===== config.mk =====
export PLATFORM = sky130hd
export DESIGN_NAME = csp_top
export DESIGN_NICKNAME = d
export VERILOG_FILES = /design/src/core/csp_pkg.sv /design/src/core/csp_top.sv /design/src/core/csp_tick_div.sv
export SDC_FILE = /design/constraint.sdc
export NUM_CORES = 1
export LEC_CHECK = 0
export ABC_AREA = 1
export BUFFER_PORTS_ARGS = -buffer_cell sky130_fd_sc_hd__buf_2
export CORE_MARGIN = 2
export CORE_UTILIZATION = 38
export CTS_CLUSTER_DIAMETER = 200
export DETAILED_ROUTE_END_ITERATION = 12
export PLACE_DENSITY = 0.69
export SYNTH_ARGS = -nofsm -noshare
export SYNTH_HDL_FRONTEND = slang
export SYNTH_SLANG_ARGS = --single-unit
export TNS_END_PERCENT = 20

===== constraint.sdc =====
create_clock -name pclk -period 1.23 [get_ports pclk]
set_input_delay 0.1845 -clock pclk [delete_from_list [all_inputs] [get_ports pclk]]
set_output_delay 0.1845 -clock pclk [all_outputs]
set_load 0.03 [all_outputs]

===== src/core/csp_pkg.sv =====
// Purpose: shared constants of the clocked serial shift port
// Assumes: 32-bit APB, pclk at 10 MHz
// Notes:   register offsets are byte addresses
package csp_pkg;
    // ------------------------------------------------------------
    // register map
    // ------------------------------------------------------------
    localparam logic [7:0] CSP_OFS_CTRL  = 8'h00;
    localparam logic [7:0] CSP_OFS_IRQC  = 8'h04;
    localparam logic [7:0] CSP_OFS_SHIFT = 8'h08;
    localparam logic [7:0] CSP_OFS_CMD   = 8'h0C;
    localparam logic [7:0] CSP_OFS_RDY   = 8'h10;
    // ------------------------------------------------------------
    // fields
    // ------------------------------------------------------------
    localparam int CSP_CLK_SEL_LO  = 2;
    localparam int CSP_PIN_SEL_IN  = 1;
    localparam int CSP_PIN_SEL_OUT = 0;
    localparam int CSP_CMD_START   = 0;
    localparam int CSP_CMD_SKIP    = 1;
    localparam int CSP_RDY_LEVEL   = 0;
    localparam int CSP_RDY_OE      = 1;
    localparam int CSP_BITS        = 8;
    // ------------------------------------------------------------
    // reset values
    // ------------------------------------------------------------
    localparam logic [3:0] CSP_CTRL_RST = 4'h0;
    localparam logic [1:0] CSP_RDY_RST  = 2'h1;
    // ------------------------------------------------------------
    // timing: instruction clock and clock-select encodings
    // ------------------------------------------------------------
    localparam int CSP_PCLK_HZ  = 10000000;
    localparam int CSP_INSTR_HZ = 1000000;
    localparam int CSP_INSTR_DIV = CSP_PCLK_HZ / CSP_INSTR_HZ;
    typedef enum logic [1:0] {
        CSP_SEL_DIV8 = 2'b00,
        CSP_SEL_DIV4 = 2'b01,
        CSP_SEL_DIV2 = 2'b10,
        CSP_SEL_EXT  = 2'b11
    } csp_clk_sel_t;
    // half periods of the shift clock, in instruction clocks
    localparam logic [2:0] CSP_HALF_DIV8 = 3'h4;
    localparam logic [2:0] CSP_HALF_DIV4 = 3'h2;
    localparam logic [2:0] CSP_HALF_DIV2 = 3'h1;
endpackage


===== src/core/csp_top.sv =====
// Purpose: clocked 8-bit serial shift port with APB registers
// Assumes: pin inputs synchronous to pclk; one clock domain
// Notes:   instructions of the core appear as APB writes and reads
//
// Operation
// - done flag goes to 1 when eight bits have been shifted.
// - done flag clears when interrupt taken or skip instruction skips.
// - interrupt-mode bit picks interrupt request or skip testing.
// - start instruction clears done flag, then shifting begins.
// - serial control register written from and read back to accumulator.
// - external clock keeps shifting; internal clock stops at completion.
// - external clock: flag set after eight pulses following start.
// - slave drives ready line high as output at setup.
// - slave issues start first, then drives ready line low.
// - slave raises ready line after reception, before processing.
// - shift register loaded from accumulator pair before transmission.
// - clock select 00 div8, 01 div4, 10 div2, 11 external.
// - pin bits route data pins; clock pin driven out if either set and the clock is internal.
// - LSB first: send from bit 0, receive into bit 7.
// - load puts accumulator in low nibble, second register high.
`timescale 1ns/1ps
module csp_top
    import csp_pkg::*;
(
    input  wire logic        pclk,
    input  wire logic        presetn,
    input  wire logic        psel,
    input  wire logic        penable,
    input  wire logic        pwrite,
    input  wire logic [7:0]  paddr,
    input  wire logic [31:0] pwdata,
    output logic      [31:0] prdata,
    output logic             pready,
    output logic             pslverr,
    input  wire logic        irq_ack,
    output logic             xfer_irq_q,
    input  wire logic        sck_in,
    output logic             sck_out_q,
    output logic             sck_oe_q,
    input  wire logic        serial_in_pin,
    output logic             serial_out_pin,
    output logic             serial_out_oe_q,
    output logic             rx_ready_line,
    output logic             rx_ready_oe_q
);
    // ------------------------------------------------------------
    // state
    // ------------------------------------------------------------
    logic [3:0] serial_ctrl_reg;
    logic       irq_ctrl_reg2;
    logic [7:0] shift_q;
    logic [2:0] bit_cnt_q;
    logic       busy_q;
    logic       xfer_done_flag;
    logic       skip_taken_q;
    logic [1:0] ready_port_bit;
    logic [2:0] pre_q;
    logic       sck_prev_q;
    logic       ready_q;
    logic [31:0] rdata_q;
    logic       err_q;

    csp_clk_sel_t sel;
    logic ext_mode, instr_clock, half_tick, mapped;
    logic acc, wr, wr_ctrl, wr_shift, wr_cmd, start_ev, skip_ev;
    logic fall_ev, rise_ev, done_ev, rx_bit;
    logic [2:0] half_cnt;

    assign sel      = csp_clk_sel_t'(serial_ctrl_reg[CSP_CLK_SEL_LO +: 2]);
    assign ext_mode = (sel == CSP_SEL_EXT);
    assign mapped   = (paddr == CSP_OFS_CTRL) || (paddr == CSP_OFS_IRQC)
                   || (paddr == CSP_OFS_SHIFT) || (paddr == CSP_OFS_CMD)
                   || (paddr == CSP_OFS_RDY);
    assign acc      = psel && penable && ready_q;
    assign wr       = acc && pwrite && mapped;
    assign wr_ctrl  = wr && (paddr == CSP_OFS_CTRL);
    assign wr_shift = wr && (paddr == CSP_OFS_SHIFT);
    assign wr_cmd   = wr && (paddr == CSP_OFS_CMD);
    assign start_ev = wr_cmd && pwdata[CSP_CMD_START];
    assign skip_ev  = wr_cmd && pwdata[CSP_CMD_SKIP];
    assign prdata   = rdata_q;
    assign pready   = ready_q;
    assign pslverr  = err_q;

    // ------------------------------------------------------------
    // apb slave: setup cycle prepares answer, one access cycle
    // ------------------------------------------------------------
    always_ff @(posedge pclk or negedge presetn) begin
        if (!presetn) begin
            ready_q <= 1'b0;
            rdata_q <= 32'h0000_0000;
            err_q   <= 1'b0;
        end else if (psel && !penable) begin
            ready_q <= 1'b1;
            err_q   <= !mapped;
            rdata_q <= 32'h0000_0000;
            if (!pwrite) begin
                unique case (paddr)
                    CSP_OFS_CTRL:  rdata_q[3:0] <= serial_ctrl_reg;
                    CSP_OFS_IRQC:  rdata_q[0]   <= irq_ctrl_reg2;
                    CSP_OFS_SHIFT: rdata_q[7:0] <= shift_q;
                    CSP_OFS_CMD:   rdata_q[2:0] <= {skip_taken_q, busy_q, xfer_done_flag};
                    CSP_OFS_RDY:   rdata_q[1:0] <= ready_port_bit;
                    default:       rdata_q      <= 32'h0000_0000;
                endcase
            end
        end else begin
            ready_q <= 1'b0;
            err_q   <= 1'b0;
        end
    end

    // ------------------------------------------------------------
    // control registers
    // ------------------------------------------------------------
    always_ff @(posedge pclk or negedge presetn) begin
        if (!presetn) begin
            serial_ctrl_reg <= CSP_CTRL_RST;
            irq_ctrl_reg2   <= 1'b0;
            ready_port_bit  <= CSP_RDY_RST;
        end else begin
            if (wr_ctrl) serial_ctrl_reg <= pwdata[3:0];
            if (wr && paddr == CSP_OFS_IRQC) irq_ctrl_reg2 <= pwdata[0];
            // software owns the ready handshake line
            if (wr && paddr == CSP_OFS_RDY) ready_port_bit <= pwdata[1:0];
        end
    end

    // ------------------------------------------------------------
    // clock generation: instruction clock, then selected division
    // ------------------------------------------------------------
    csp_tick_div #(.DIV(CSP_INSTR_DIV)) u_instr (
        .pclk    (pclk),
        .presetn (presetn),
        .en      (1'b1),
        .tick_q  (instr_clock)
    );

    always_comb begin
        unique case (sel)
            CSP_SEL_DIV8: half_cnt = CSP_HALF_DIV8;
            CSP_SEL_DIV4: half_cnt = CSP_HALF_DIV4;
            CSP_SEL_DIV2: half_cnt = CSP_HALF_DIV2;
            CSP_SEL_EXT:  half_cnt = CSP_HALF_DIV2;
        endcase
    end

    assign half_tick = instr_clock && busy_q && !ext_mode && (pre_q == half_cnt - 3'h1);

    always_ff @(posedge pclk or negedge presetn) begin
        if (!presetn) begin
            pre_q <= 3'h0;
        end else if (start_ev || half_tick || !busy_q) begin
            pre_q <= 3'h0;
        end else if (instr_clock) begin
            pre_q <= pre_q + 3'h1;
        end
    end

    // ------------------------------------------------------------
    // shift clock edges; internal clock idles high between frames
    // ------------------------------------------------------------
    always_ff @(posedge pclk or negedge presetn) begin
        if (!presetn) begin
            sck_prev_q <= 1'b1;
        end else begin
            sck_prev_q <= sck_in;
        end
    end

    // external clock shifts on every rising edge, even after completion
    assign fall_ev = ext_mode ? (sck_prev_q && !sck_in) : (half_tick && sck_out_q);
    assign rise_ev = ext_mode ? (!sck_prev_q && sck_in) : (half_tick && !sck_out_q);
    assign done_ev = rise_ev && busy_q && (bit_cnt_q == 3'(CSP_BITS - 1));
    // unrouted input reads as idle-high line
    assign rx_bit  = serial_ctrl_reg[CSP_PIN_SEL_IN] ? serial_in_pin : 1'b1;

    always_ff @(posedge pclk or negedge presetn) begin
        if (!presetn) begin
            sck_out_q <= 1'b1;
        end else if (!ext_mode && half_tick) begin
            sck_out_q <= !sck_out_q;
        end else if (ext_mode || !busy_q) begin
            sck_out_q <= 1'b1;
        end
    end

    // ------------------------------------------------------------
    // shift register and bit counter
    // ------------------------------------------------------------
    always_ff @(posedge pclk or negedge presetn) begin
        if (!presetn) begin
            shift_q <= 8'h00;
        end else if (wr_shift) begin
            shift_q <= {pwdata[7:4], pwdata[3:0]};
        end else if (rise_ev) begin
            shift_q <= {rx_bit, shift_q[7:1]};
        end
    end

    always_ff @(posedge pclk or negedge presetn) begin
        if (!presetn) begin
            serial_out_pin <= 1'b1;
        end else if (fall_ev) begin
            serial_out_pin <= shift_q[0];
        end
    end

    always_ff @(posedge pclk or negedge presetn) begin
        if (!presetn) begin
            bit_cnt_q <= 3'h0;
            busy_q    <= 1'b0;
        end else if (start_ev) begin
            bit_cnt_q <= 3'h0;
            busy_q    <= 1'b1;
        end else if (done_ev) begin
            bit_cnt_q <= 3'h0;
            busy_q    <= 1'b0;
        end else if (rise_ev && busy_q) begin
            bit_cnt_q <= bit_cnt_q + 3'h1;
        end
    end

    // ------------------------------------------------------------
    // completion flag: set beats every clear in the same cycle
    // ------------------------------------------------------------
    logic skip_hit, irq_off;
    assign skip_hit = skip_ev && !irq_ctrl_reg2 && xfer_done_flag;
    assign irq_off  = wr && (paddr == CSP_OFS_IRQC) && !pwdata[0];

    always_ff @(posedge pclk or negedge presetn) begin
        if (!presetn) begin
            xfer_done_flag <= 1'b0;
        end else if (done_ev) begin
            xfer_done_flag <= 1'b1;
        end else if (start_ev || skip_hit || (irq_ack && irq_ctrl_reg2)) begin
            xfer_done_flag <= 1'b0;
        end
    end

    always_ff @(posedge pclk or negedge presetn) begin
        if (!presetn) begin
            skip_taken_q <= 1'b0;
        end else if (skip_ev) begin
            skip_taken_q <= skip_hit;
        end
    end

    always_ff @(posedge pclk or negedge presetn) begin
        if (!presetn) begin
            xfer_irq_q <= 1'b0;
        end else begin
            xfer_irq_q <= irq_ctrl_reg2 && !irq_off && (done_ev || (xfer_done_flag
                          && !irq_ack && !start_ev && !skip_hit));
        end
    end

    // ------------------------------------------------------------
    // pin routing
    // ------------------------------------------------------------
    always_ff @(posedge pclk or negedge presetn) begin
        if (!presetn) begin
            sck_oe_q        <= 1'b0;
            serial_out_oe_q <= 1'b0;
            rx_ready_line   <= 1'b1;
            rx_ready_oe_q   <= 1'b0;
        end else begin
            sck_oe_q <= (|serial_ctrl_reg[1:0]) && !ext_mode;
            serial_out_oe_q <= serial_ctrl_reg[CSP_PIN_SEL_OUT];
            rx_ready_line   <= ready_port_bit[CSP_RDY_LEVEL];
            rx_ready_oe_q   <= ready_port_bit[CSP_RDY_OE];
        end
    end

    // ------------------------------------------------------------
    // checks
    // ------------------------------------------------------------
    property p_done_set;
        @(posedge pclk) disable iff (!presetn) done_ev |=> xfer_done_flag;
    endproperty
    a_done_set: assert property (p_done_set) else $error("flag not set");

    property p_skip_clr;
        @(posedge pclk) disable iff (!presetn)
            skip_hit && !done_ev |=> !xfer_done_flag && skip_taken_q;
    endproperty
    a_skip_clr: assert property (p_skip_clr) else $error("skip did not clear");

    property p_irq_mode;
        @(posedge pclk) disable iff (!presetn) xfer_irq_q |-> xfer_done_flag && irq_ctrl_reg2;
    endproperty
    a_irq_mode: assert property (p_irq_mode) else $error("irq without flag");

    property p_start;
        @(posedge pclk) disable iff (!presetn)
            start_ev && !done_ev |=> !xfer_done_flag && busy_q && bit_cnt_q == 3'h0;
    endproperty
    a_start: assert property (p_start) else $error("start failed");

    property p_int_stop;
        @(posedge pclk) disable iff (!presetn)
            !ext_mode && $fell(busy_q) |-> sck_out_q [*3];
    endproperty
    a_int_stop: assert property (p_int_stop) else $error("clock ran on");

    property p_ext_count;
        @(posedge pclk) disable iff (!presetn)
            $rose(xfer_done_flag) |-> $past(bit_cnt_q) == 3'h7 && $past(rise_ev);
    endproperty
    a_ext_count: assert property (p_ext_count) else $error("early flag");

    property p_lsb_out;
        @(posedge pclk) disable iff (!presetn)
            fall_ev && !wr_shift |=> serial_out_pin == $past(shift_q[0]);
    endproperty
    a_lsb_out: assert property (p_lsb_out) else $error("wrong out bit");

    property p_load;
        @(posedge pclk) disable iff (!presetn)
            wr_shift |=> shift_q[3:0] == $past(pwdata[3:0]) && shift_q[7:4] == $past(pwdata[7:4]);
    endproperty
    a_load: assert property (p_load) else $error("load mismatch");

    property p_pins;
        @(posedge pclk) disable iff (!presetn)
            sck_oe_q |-> $past(|serial_ctrl_reg[1:0]);
    endproperty
    a_pins: assert property (p_pins) else $error("clock pin unrouted");

    c_int_done: cover property (@(posedge pclk) disable iff (!presetn)
        !ext_mode && done_ev);
    c_ext_done: cover property (@(posedge pclk) disable iff (!presetn)
        ext_mode && done_ev);
    c_skip: cover property (@(posedge pclk) disable iff (!presetn) skip_hit);
    c_irq: cover property (@(posedge pclk) disable iff (!presetn) xfer_irq_q && irq_ack);
endmodule


===== src/core/csp_tick_div.sv =====
// Purpose: one-cycle enable pulse every DIV clocks
// Assumes: DIV of at least 1
// Notes:   dropping en forces the count back to zero
`timescale 1ns/1ps
module csp_tick_div #(
    parameter int DIV = 2
) (
    input  wire logic pclk,
    input  wire logic presetn,
    input  wire logic en,
    output logic      tick_q
);
    logic [15:0] cnt_q;

    always_ff @(posedge pclk or negedge presetn) begin
        if (!presetn) begin
            cnt_q  <= 16'h0000;
            tick_q <= 1'b0;
        end else if (!en) begin
            cnt_q  <= 16'h0000;
            tick_q <= 1'b0;
        end else if (cnt_q == 16'(DIV - 1)) begin
            cnt_q  <= 16'h0000;
            tick_q <= 1'b1;
        end else begin
            cnt_q  <= cnt_q + 16'h0001;
            tick_q <= 1'b0;
        end
    end
endmodule


==> run_results.csv <==
group,metric,value,unit
pwr,power_leakage,2.123,nW
yosys,ys_ff_latch,59,
routing,drtIter0Drc,108,
routing,drc_errors,0,
final_layout,n_antenna_cell,0,
worst_setup_path,cp.required,1460,ps
yosys,synth.cell_area,3238,um2
outcome,outcome,"finished, violations left",
hold_path,holdPathEnd,"shift_q[5]",
floorplan,chipHeight,96.31,um
global_route,grt_usage,15.29,%
pwr,ir_drop,0.3882,mV
hold_path,hold_start,"pwdata[5]",
cts,clockRootBuffer,"clkbuf_8",
routing,drtAntennaViolNets,0,
routing,viasPerCell,4.626,
flow_run,max_cap_violations,0,
final_layout,finalInstanceArea,4088,um2
sta,drv_slew,0,
routing,wirelength,6589,um
worst_setup_path,r2r_start,"serial_ctrl_reg[3]",
final_layout,fin_util,49.50,%
global_route,grt-ovfl-total,0,
pwr,p_int,2.853,mW
worst_setup_path,crit_arrival,1610,ps
floorplan,io_pins,89,
cts,cts-htree-levels,3,
hold_path,holdPathStages,3,
pwr,sw_frac_of_total,25.26,%
floorplan,fp.dieArea,9276,um2
global_route,grt_pass1_wl,11040,um
placement,gp_congestion,0.8463,
final_layout,syn2layout_area_growth,26.24,%
final_layout,largest-register,"u_instr.cnt_q",
placement,port_buffers,40,
routing,drtPass1Iterations,4,
sta,rsz0062_at_grt,"true",
worst_setup_path,worstSetupStartpointType,"flip-flop",
global_route,grt_start_max_net_pins,60,
worst_setup_path,cp-startpoint,"serial_ctrl_reg[3]",
yosys,synth_cells,368,
sta,setup_violations,28,
sta,period_share,112.7,%
placement,dpl-instance-area,3751,um2
hold_path,hold_path_class,"in -> reg",
cts,clock_path_buffers,2,
cts,cts.sinks,59,
pwr,power_frac_seq,51.3,%
final_layout,nets,510,
cts,worst_skew_pair.late_latency,340,ps
sta,fin_hold_ws,104.9,ps
pwr,switchingPower,0.9645,mW
pwr,power,3.818,mW
sta,fin_crit,1386,ps
global_route,grt_pass1_vias,2498,
yosys,syn_area_per_cell,8.799,um2
cts,cts_tree,"built",
final_layout,largest_reg_flops,16,
floorplan,die_w,96.31,um
final_layout,drive_gt1_share,35.06,%
floorplan,core_area,8258,um2
pwr,power_frac_clock,40.9,%
floorplan,rows,33,
pwr,p_per_area,934.0,nW/um2
routing,vias,2623,
worst_setup_path,crit_path_end_kind,"flip-flop",
outcome,violations,"negative setup slack",
yosys,ys.warnings.count,0,
placement,dp_hpwl,4973,um
worst_setup_path,path_class,"reg -> reg",
worst_setup_path,cp_max_fo,6,
sta,fmax,721.5,MHz
sta,finalWorstSetupSlack,-155.9,ps
global_route,antenna_found_initial,0,
cts,cts_buffers,9,
yosys,yosysSeqAreaShare,45.79,%
routing,routedWlPerCell,11.62,um
cts,clkTransAtPathRegs,70,ps
worst_setup_path,r2r-end,"bit_cnt_q[2]",
sta,finalHoldViolCount,0,
yosys,synth_cell_types,38,
worst_setup_path,rr_worst_depth,8,
floorplan,start_util,39.21,%
sta,clock_skew,9.226,ps
pwr,p_comb_share,7.7,%
worst_setup_path,r2r_slack,-160,ps
## cells in the mapped netlist
library cell | instances | area share, %
xnor2_1 | 4 | 1.1
nand4_2 | 1 | 0.39
a21o_1 | 1 | 0.23
nand3_4 | 3 | 1.6
nand3_2 | 2 | 0.62
inv_2 | 4 | 0.46
a21oi_4 | 2 | 1.0
clkinv_1 | 1 | 0.12
nor3_4 | 1 | 0.50
inv_1 | 35 | 4.1
o211ai_2 | 2 | 0.77
nand2_1 | 75 | 8.7
nor2_8 | 1 | 0.62
nor3_1 | 9 | 1.4
inv_4 | 1 | 0.19
dfrtp_1 | 54 | 42
a21oi_1 | 10 | 1.5
conb_1 | 1 | 0.12
nand4_1 | 6 | 1.2
o21bai_1 | 2 | 0.46
mux2i_1 | 1 | 0.31
o21ai_2 | 7 | 1.9
nor2_4 | 8 | 2.8
nand2_2 | 9 | 1.7
a21oi_2 | 1 | 0.27
dfstp_2 | 5 | 4.1
buf_6 | 1 | 0.35
nor2_2 | 2 | 0.39
o21ai_0 | 10 | 1.5
o21ai_1 | 5 | 0.77
ha_1 | 5 | 1.9
xor2_1 | 7 | 1.9
nand2_4 | 2 | 0.70
o21a_1 | 1 | 0.23
nand3_1 | 29 | 4.5
nor2_1 | 34 | 3.9
nor4_1 | 2 | 0.39
buf_4 | 24 | 5.6
## power by group through the flow
stage | sequential, mW | combinational, mW | clock [mW]
floorplan | 2.00 | 0.216 | 0
global placement | 1.99 | 0.289 | 0
detailed placement | 1.99 | 0.292 | 0
CTS | 1.96 | 0.299 | 1.61
global route | 1.96 | 0.329 | 1.70
finish | 1.96 | 0.295 | 1.56
## kinds of logic after synthesis
kind of cell    synth area share [%]
simple gates                   29.40
buf+inv                        10.74
flops                          45.79
compound gates                 8.733
xor+xnor                       2.975
fa+ha+maj                      1.932
other cells                   0.1158
mux                           0.3091
## cell usage in the layout, fill, tap and decap left out, drive strengths merged
cell / synthesis / routed
a21oi: 13 / 13
nand2: 86 / 86
buf: 25 / 78
nand4: 7 / 7
o21ai: 22 / 22
nor4: 2 / 2
o21a: 1 / 1
dfrtp: 54 / 54
ha: 5 / 5
mux2i: 1 / 1
nand3: 34 / 34
o211ai: 2 / 2
o21bai: 2 / 2
clkinv: 1 / 4
nor2: 45 / 45
xor2: 7 / 7
inv: 40 / 40
dlygate4sd3: 0 / 2
dfstp: 5 / 5
xnor2: 4 / 4
a21o: 1 / 1
clkbuf: 0 / 13
conb: 1 / 24
nor3: 10 / 10
## critical path, stage by stage, from the launching register on
cell and delay, ps:
dfrtp_2 450, nand2_2 130, nand2_4 70, nor2_4 110, nand3_4 130, a21oi_4 200
inv_2 60, nand3_1 70, nand2_1 50
## routing by layer
metal | track usage, % | part of all wire (%)
met5 | 0 | 0
met4 | 5.986 | 1.4
met3 | 3.054 | 4.5
met2 | 24.94 | 48
met1 | 19.96 | 46
## layout make-up
| type | instances | area [um2] |
|---|---|---|
| fillers | 808 | 4170 |
| multi-input cells | 266 | 1604 |
| flip-flops and latches | 59 | 1485 |
| repair buffers | 80 | 536.8 |
| clock buffers | 13 | 158.9 |
| inverters | 41 | 156.4 |
| well taps | 105 | 131.4 |
| clock inverters | 3 | 15.01 |
## worst max path at each step
| stage | to | slack, ps | depth (start not counted) |
|---|---|---|---|
| floorplan | xfer_irq_q | -110 | 7 |
| global placement | u_instr.cnt_q[12] | -140 | 7 |
| detailed placement | u_instr.cnt_q[12] | -230 | 7 |
| CTS | bit_cnt_q[1] | -150 | 8 |
| global route | shift_q[4] | -270 | 7 |
| finish | bit_cnt_q[2] | -160 | 8 |
## what timing repair did
item,in CTS,in global routing
setup buffers,2,1
pin swaps,11,3
gates cloned,0,0
hold buffers,2,0
resized for setup,20,10
setup endpoints to repair,37,43
hold endpoints to repair,55,0
## per-stage QoR
step / worst slack, ps / instances / TNS, ps
detailed placement: -230.1 / 546 / -3362
global route: -268.1 / 567 / -5755
global placement: -136.8 / 546 / -2414
finish: -155.9 / 567 / -2503
floorplan: -114.5 / 391 / -1445
CTS: -148.0 / 566 / -2457
Power figures use the tool's default switching activity.
